===== src/hw/adcphp_pkg.sv =====
// Constants shared by the parallel host port of the 12-bit converter.
// Assumes one 125 MHz system clock and pins that arrive asynchronously.
//
// Contract
// - Byte select high shows four result MSBs, low shows eight LSBs.
// - Low four data lines carry bits 0..3 or 8..11 in same order.
// - Completion flag goes low when conversion finished and result ready.
// - Chip select low plus read strobe fall starts driving selected byte.
// - Internal acquisition: write rise latches byte, acquires, converts.
// - External acquisition: next write rise with acquisition bit clear ends acquisition, converts.
// - Chip select high keeps all eight data outputs undriven.
// - Completion flag returns high on first read or on a new write.
// - Every conversion lasts thirteen conversion clock cycles.
// - After power-up the external clock mode is in use.
// - A write during conversion aborts it and starts a new acquisition.
package adcphp_pkg;

   // ==========================================================
   // Widths
   localparam int RESULT_W     = 12;
   localparam int DATA_W       = 8;
   localparam int TICK_CNT_W   = 4;

   // ==========================================================
   // Control byte fields
   localparam int ACQ_SEL_BIT  = 5;
   localparam int CLK_SEL_BIT  = 6;

   // ==========================================================
   // Cycle counts, in conversion clock ticks
   localparam logic [TICK_CNT_W-1:0] CONV_TICKS = 4'hd;
   localparam logic [TICK_CNT_W-1:0] ACQ_TICKS  = 4'h3;

   // ==========================================================
   // Internal oscillator, derived from the system clock
   localparam int SYS_CLK_MHZ  = 125;
   localparam int OSC_MHZ      = 7;
   localparam int OSC_DIV      = SYS_CLK_MHZ / OSC_MHZ;
   localparam int OSC_CNT_W    = 5;

   // ==========================================================
   // Reset values
   localparam logic [DATA_W-1:0]   CFG_RESET    = 8'h00;
   localparam logic [RESULT_W-1:0] RESULT_RESET = 12'h000;

   typedef enum logic [1:0] {
      ADCPHP_IDLE    = 2'b00,
      ADCPHP_ACQ_INT = 2'b01,
      ADCPHP_ACQ_EXT = 2'b10,
      ADCPHP_CONV    = 2'b11
   } adcphp_state_t;

endpackage


===== src/hw/adcphp_sync.sv =====
// Two-stage synchroniser for a group of asynchronous pin levels.
// Assumes its inputs are levels that are stable for several clocks.
module adcphp_sync
   import adcphp_pkg::*;
#(
   parameter int WIDTH = 1
)
(
   // Clock and reset
   input  wire logic             clk_in,
   input  wire logic             rst_b_in,
   // Levels
   input  wire logic [WIDTH-1:0] async_in,
   output logic      [WIDTH-1:0] sync_out
);

   logic [WIDTH-1:0] meta_q;
   logic [WIDTH-1:0] sync_q;

   always_ff @(posedge clk_in or negedge rst_b_in)
   begin
      if (!rst_b_in)
      begin
         meta_q <= '1;
         sync_q <= '1;
      end
      else
      begin
         meta_q <= async_in;
         sync_q <= meta_q;
      end
   end

   assign sync_out = sync_q;

endmodule


===== src/hw/adcphp_host_port.sv =====
// Byte-wide host port: control byte write, two-half result read,
// completion flag and conversion sequencing.
// Assumes a converter core supplies its 12-bit code on sample_code_in,
// in the system clock domain; every pin is asynchronous.
module adcphp_host_port
   import adcphp_pkg::*;
(
   // Clock and reset
   input  wire logic                clk_in,
   input  wire logic                rst_b_in,
   // Host strobes and pins
   input  wire logic                chip_select_b_in,
   input  wire logic                read_strobe_b_in,
   input  wire logic                write_strobe_b_in,
   input  wire logic                byte_half_select_in,
   input  wire logic                conv_clk_pin_in,
   // Data bus, split into input, output and enable
   input  wire logic [DATA_W-1:0]   data_in,
   output logic      [DATA_W-1:0]   data_out,
   output logic                     data_oe_out,
   // Completion flag
   output logic                     done_b_out,
   // Converter core
   input  wire logic [RESULT_W-1:0] sample_code_in,
   output logic      [DATA_W-1:0]   config_byte_out,
   output logic                     hold_out
);

   // ==========================================================
   // Pin synchronisation
   localparam int SYNC_W = DATA_W + 5;

   logic [SYNC_W-1:0] pins_s;
   logic              cs_b_s;
   logic              rd_b_s;
   logic              wr_b_s;
   logic              byte_half_select_s;
   logic              cclk_s;
   logic [DATA_W-1:0] data_s;

   adcphp_sync #(.WIDTH(SYNC_W)) u_sync (
      .clk_in   (clk_in),
      .rst_b_in (rst_b_in),
      .async_in ({chip_select_b_in, read_strobe_b_in, write_strobe_b_in,
                  byte_half_select_in, conv_clk_pin_in, data_in}),
      .sync_out (pins_s)
   );

   assign cs_b_s = pins_s[SYNC_W-1];
   assign rd_b_s = pins_s[SYNC_W-2];
   assign wr_b_s = pins_s[SYNC_W-3];
   assign byte_half_select_s = pins_s[SYNC_W-4];
   assign cclk_s = pins_s[SYNC_W-5];
   assign data_s = pins_s[DATA_W-1:0];

   // ==========================================================
   // Edge detection on synchronised levels
   logic rd_prev_q;
   logic rd_prev_d;
   logic wr_prev_q;
   logic wr_prev_d;
   logic cclk_prev_q;
   logic cclk_prev_d;
   logic read_fall;
   logic write_rise;
   logic ext_tick;

   always_comb
   begin
      rd_prev_d   = rd_b_s;
      wr_prev_d   = wr_b_s;
      cclk_prev_d = cclk_s;
      read_fall   = rd_prev_q && !rd_b_s && !cs_b_s;
      write_rise  = !wr_prev_q && wr_b_s && !cs_b_s;
      ext_tick    = cclk_prev_q && !cclk_s;
   end

   always_ff @(posedge clk_in or negedge rst_b_in)
   begin
      if (!rst_b_in)
      begin
         rd_prev_q   <= 1'b1;
         wr_prev_q   <= 1'b1;
         cclk_prev_q <= 1'b0;
      end
      else
      begin
         rd_prev_q   <= rd_prev_d;
         wr_prev_q   <= wr_prev_d;
         cclk_prev_q <= cclk_prev_d;
      end
   end

   // ==========================================================
   // Conversion clock source
   // The pin is only trusted in external mode; a tied pin gives no ticks.
   logic [OSC_CNT_W-1:0] osc_cnt_q;
   logic [OSC_CNT_W-1:0] osc_cnt_d;
   logic                 osc_tick;
   logic                 tick;
   logic [DATA_W-1:0]    cfg_q;
   logic [DATA_W-1:0]    cfg_d;

   always_comb
   begin
      osc_tick = (osc_cnt_q == OSC_CNT_W'(OSC_DIV - 1));
      osc_cnt_d = osc_tick ? '0 : osc_cnt_q + 1'b1;
      tick = cfg_q[CLK_SEL_BIT] ? osc_tick : ext_tick;
   end

   always_ff @(posedge clk_in or negedge rst_b_in)
   begin
      if (!rst_b_in)
      begin
         osc_cnt_q <= '0;
      end
      else
      begin
         osc_cnt_q <= osc_cnt_d;
      end
   end

   // ==========================================================
   // Acquisition and conversion sequencer
   adcphp_state_t          state_q;
   adcphp_state_t          state_d;
   logic [TICK_CNT_W-1:0]  tick_cnt_q;
   logic [TICK_CNT_W-1:0]  tick_cnt_d;
   logic [RESULT_W-1:0]    result_q;
   logic [RESULT_W-1:0]    result_d;
   logic                   done_b_q;
   logic                   done_b_d;
   logic                   hold_q;
   logic                   hold_d;
   logic                   conv_end;

   always_comb
   begin
      state_d    = state_q;
      tick_cnt_d = tick_cnt_q;
      cfg_d      = cfg_q;
      result_d   = result_q;
      done_b_d   = done_b_q;
      conv_end   = 1'b0;
      unique case (state_q)
         ADCPHP_IDLE:
         begin
         end
         ADCPHP_ACQ_INT:
         begin
            if (tick)
            begin
               tick_cnt_d = tick_cnt_q + 1'b1;
               if (tick_cnt_q == ACQ_TICKS - 1'b1)
               begin
                  state_d    = ADCPHP_CONV;
                  tick_cnt_d = '0;
               end
            end
         end
         ADCPHP_ACQ_EXT:
         begin
         end
         ADCPHP_CONV:
         begin
            if (tick)
            begin
               tick_cnt_d = tick_cnt_q + 1'b1;
               if (tick_cnt_q == CONV_TICKS - 1'b1)
               begin
                  conv_end   = 1'b1;
                  state_d    = ADCPHP_IDLE;
                  tick_cnt_d = '0;
                  result_d   = sample_code_in;
               end
            end
         end
      endcase
      if (read_fall)
      begin
         done_b_d = 1'b1;
      end
      if (write_rise)
      begin
         cfg_d      = data_s;
         done_b_d   = 1'b1;
         tick_cnt_d = '0;
         if (data_s[ACQ_SEL_BIT])
         begin
            state_d = ADCPHP_ACQ_EXT;
         end
         else if (state_q == ADCPHP_ACQ_EXT)
         begin
            state_d = ADCPHP_CONV;
         end
         else
         begin
            // A write mid-conversion with the acquisition bit clear lands here too and restarts.
            state_d = ADCPHP_ACQ_INT;
         end
      end
      else if (conv_end)
      begin
         done_b_d = 1'b0;
      end
      // Completion outranks a same-cycle read so no result goes unflagged.
      if (conv_end && !write_rise)
      begin
         done_b_d = 1'b0;
      end
      hold_d = (state_d == ADCPHP_CONV);
   end

   always_ff @(posedge clk_in or negedge rst_b_in)
   begin
      if (!rst_b_in)
      begin
         state_q    <= ADCPHP_IDLE;
         tick_cnt_q <= '0;
         cfg_q      <= CFG_RESET;
         result_q   <= RESULT_RESET;
         done_b_q   <= 1'b1;
         hold_q     <= 1'b0;
      end
      else
      begin
         state_q    <= state_d;
         tick_cnt_q <= tick_cnt_d;
         cfg_q      <= cfg_d;
         result_q   <= result_d;
         done_b_q   <= done_b_d;
         hold_q     <= hold_d;
      end
   end

   // ==========================================================
   // Read data path
   logic [DATA_W-1:0] rd_data_q;
   logic [DATA_W-1:0] rd_data_d;
   logic              oe_q;
   logic              oe_d;

   always_comb
   begin
      if (byte_half_select_s)
      begin
         rd_data_d = {4'h0, result_q[RESULT_W-1:DATA_W]};
      end
      else
      begin
         rd_data_d = result_q[DATA_W-1:0];
      end
      // Drive begins on the read fall and persists while strobes stay low.
      oe_d = !cs_b_s && !rd_b_s && (read_fall || oe_q);
   end

   always_ff @(posedge clk_in or negedge rst_b_in)
   begin
      if (!rst_b_in)
      begin
         rd_data_q <= '0;
         oe_q      <= 1'b0;
      end
      else
      begin
         rd_data_q <= rd_data_d;
         oe_q      <= oe_d;
      end
   end

   assign data_out        = rd_data_q;
   assign data_oe_out     = oe_q;
   assign done_b_out      = done_b_q;
   assign config_byte_out = cfg_q;
   assign hold_out        = hold_q;

endmodule


===== config.mk =====
export PLATFORM = sky130hd
export DESIGN_NAME = adcphp_host_port
export DESIGN_NICKNAME = d
export VERILOG_FILES = /design/src/hw/adcphp_pkg.sv /design/src/hw/adcphp_sync.sv /design/src/hw/adcphp_host_port.sv
export SDC_FILE = /design/constraint.sdc
export NUM_CORES = 1
export LEC_CHECK = 0
export CAP_MARGIN = 10
export CELL_PAD_IN_SITES_DETAIL_PLACEMENT = 1
export CELL_PAD_IN_SITES_GLOBAL_PLACEMENT = 1
export CORE_MARGIN = 4
export CORE_UTILIZATION = 54
export CTS_CLUSTER_SIZE = 40
export DETAILED_ROUTE_END_ITERATION = 10
export DONT_BUFFER_PORTS = 1
export HOLD_SLACK_MARGIN = 0.08
export PLACE_DENSITY_LB_ADDON = 0.1
export SLEW_MARGIN = 30
export SYNTH_ARGS = -nofsm -noshare
export SYNTH_HDL_FRONTEND = slang
export SYNTH_SLANG_ARGS = --single-unit

===== constraint.sdc =====
create_clock -name clk_in -period 2.74 [get_ports clk_in]
set_input_delay 0.548 -clock clk_in [delete_from_list [all_inputs] [get_ports clk_in]]
set_output_delay 0.548 -clock clk_in [all_outputs]
set_load 0.03 [all_outputs]

==> results.cfg <==
[global_routing]
track_usage_pct = 18.0
grt_max_degree = 72
grt_antenna_before_repair = 0
grt_pass1_vias = 1611
grt_overflow_total = 0
grt_pass1_wl_um = 8110

[critical_path]
crit_path_end_kind = register
worst_setup_path_start_kind = register
rr_worst_depth = 7
rrSetupSlack_ns = 0.77
reg2reg_from = osc_cnt_q[0]
cp_slowest_cell = dfrtp_1
cp_max_fo = 13
cp.arrival_ns = 2.19
path_cells = inv_1 > ha_1 > and4bb_4 > a21oi_2 > nor3_4 > buf_4 > mux2_2
crit_family = simple AND/OR/NAND/NOR gates
r2r-end = result_q[2]
cp.buffers_inverters = 2
required_ns = 2.96
critPathMaxStageDelay_ns = 0.42
critical_path_class = reg -> reg

[synth]
yosysUniqueCellTypes = 40
ys_async_sr_fraction_pct = 100
yosysMostFrequentCell = dfrtp_1
synth_adder_area_share_pct = 2.39
synth-simple-area-share_pct = 11.7
postSynthCellCount = 183
synth_xor_area_share_pct = 0.669
syn_area_um2 = 2620
synth_area_leader_cell = dfrtp_1
synth_common_cells = 42 x dfrtp_1, 31 x nand2_1, 29 x dfstp_2, 9 x mux2_4, 8 x mux2_2
ys_ff_latch = 71
synthTopCellsByArea = dfrtp_1 40%, dfstp_2 29%, mux2_4 5.2%, nand2_1 4.4%, mux2_2 3.4%
synth_top_family_by_area = simple AND/OR/NAND/NOR gates
synthMuxAreaShare_pct = 8.98
synth_ff_type = dfrtp_1
ys_warn_count = 0
syn_nets = 215
synth_compound_gate_area_share_pct = 5.21
synth_seq_area_share_pct = 69.2
postSynthAreaPerCell_um2 = 14.3
synth_top_area_share_pct = 40.1
synth_edf_count = 0

[timing]
setup_violations = 0
maxSlewViolCount = 0
rsz0062_at_grt = no
finClkSkew_ns = 0.0113
whs_ns = 0.0888
fin_crit_sh_pct = 71.9
tightest_slew_ns = 0.537
hold_viol = 0
relSlewSlack_pct = 64.2
layout_min_cycle_time_ns = 1.97
max_freq_mhz = 508
setup-tns-final_ns = 0
setup_slack_ns = 0.770

[finish]
n_fill_cell = 455
fin_nets = 223
seqCellArea_um2 = 1810
antenna_cells = 0
multi_input_comb_area_um2 = 758
final_layout_size_suffix_gt1_share_pct = 34.7
synthToLayoutAreaGrowth_pct = 11.7

[die]
dieArea_um2 = 6030
start_util_pct = 55.5
boundaryPins = 46
dieHeight_um = 77.7
core_region_area_um2 = 4720
die_w_um = 77.7
num_rows = 25

[cts]
cts_max_level = 3
cts-root-buf = clkbuf_8
cts.sink_count = 71
cts_buffers = 9
clk_latency_ns = 0.34
cts_tree = built
cts.repair.resized = 0
clk_path_buf_depth = 2
clkTransAtPathRegs_ns = 0.07

[placed_design]
gp_congestion = 0.800
place_ws_ns = 0.792
port_buffers = 0
dpl.hpwl_um = 3210

[drt]
drtPass1Iterations = 4
wl_per_cell_um = 18.6
route.antenna.remaining_nets = 0
drt_iter0_markers = 100
vias = 1412
drt-total-wl_um = 4890
vias_per_cell = 5.37
drc = 0

[worst_hold_path]
min_path_type = in -> async

[run]
cap_violations = 0

[pwr]
ir_drop_mv = 0.364
cellLeakagePower_nw = 1.34
p_per_area_nw_per_um2 = 763

[run_status]
outcome = completed
==> area by class of cell <==
| type | count | share of cell area, % |
|---|---|---|
| Clock buffer | 11 | 4.49 |
| Clock inverter | 5 | 2.86 |
| Inverter | 4 | 0.513 |
| Multi-Input combinational cell | 102 | 25.9 |
| Sequential cell | 71 | 61.9 |
| Tap cell | 67 | 2.86 |
| Timing Repair Buffer | 3 | 1.45 |
==> flip-flops by register name, indices dropped and copies added (netlist names) <==
signal,flops
wr_prev_q,1
config_byte_out,8
u_sync.sync_out,13
state_q,2
data_out,8
cclk_prev_q,1
result_q,12
u_sync.meta_q,13
osc_cnt_q,5
tick_cnt_q,4
hold_out,1
data_oe_out,1
done_b_out,1
rd_prev_q,1
==> stage by stage <==
step                      std cells  power, mW  area (µm²)  utilization [%]
after floorplan                 183       1.31        2620                -
after global placement          246       1.33        2690             56.8
after detailed placement        246       1.35        2690             56.8
after CTS                       263       2.27        2930             62.0
after global routing            263       2.34        2930             62.0
final                           263       2.23        2930             62.0
==> metal layers <==
metal  vias to the layer above  part of all wire, %  wire length, µm  GRT usage, %
met5                         -                    0                0             0
met2                        40                   52             2520          30.0
li1                        638                    -                -             -
met3                         7                  8.9              433          9.74
met4                         0                  1.2               60          6.41
met1                       727                   38             1880          19.4
==> worst max path at each step <==
stage	start	endpoint	slack, ns	cells after the start
finish	osc_cnt_q[0]	result_q[2]	0.77	7
global route	osc_cnt_q[0]	result_q[2]	0.68	7
CTS	osc_cnt_q[0]	result_q[2]	0.75	7
detailed placement	osc_cnt_q[0]	result_q[2]	0.79	7
global placement	osc_cnt_q[0]	result_q[1]	0.87	7
floorplan	osc_cnt_q[0]	result_q[10]	0.94	7
==> cells by family (layout without fill, tap and decap cells) <==
logic type,after synthesis,count (layout)
AO/OA/AOI/OAI,20,20
XOR/XNOR,2,2
adder cells (fa/ha/maj),5,5
buffers and inverters,10,23
flip-flops,71,71
multiplexers,18,18
AND/OR/NAND/NOR,57,57
==> cell usage in the layout, fill, tap and decap left out, drive strengths merged, types with 2 or more instances in the layout <==
cell type  instances
nand2             31
clkbuf            11
dfstp             29
bufinv             2
a21oi              4
nor3               2
and4               2
or3b               2
dfrtp             42
a21o               2
inv                4
ha                 5
nor3b              2
nor2               4
xnor2              2
nor2b              4
buf                3
clkinvlp           2
nor4               2
mux2              17
o21ai              5
nand3              2
==> power breakdown <==
group | switching [mW] | internal [mW] | total [mW]
Combinational | 0.0757 | 0.0518 | 0.128
Clock | 0.370 | 0.514 | 0.885
Sequential | 0.0994 | 1.12 | 1.22
==> repair_timing <==
action,CTS,global route
hold endpoints to repair,71,0
buffers inserted,0,0
hold buffers,1,0
Power figures use the tool's default switching activity.
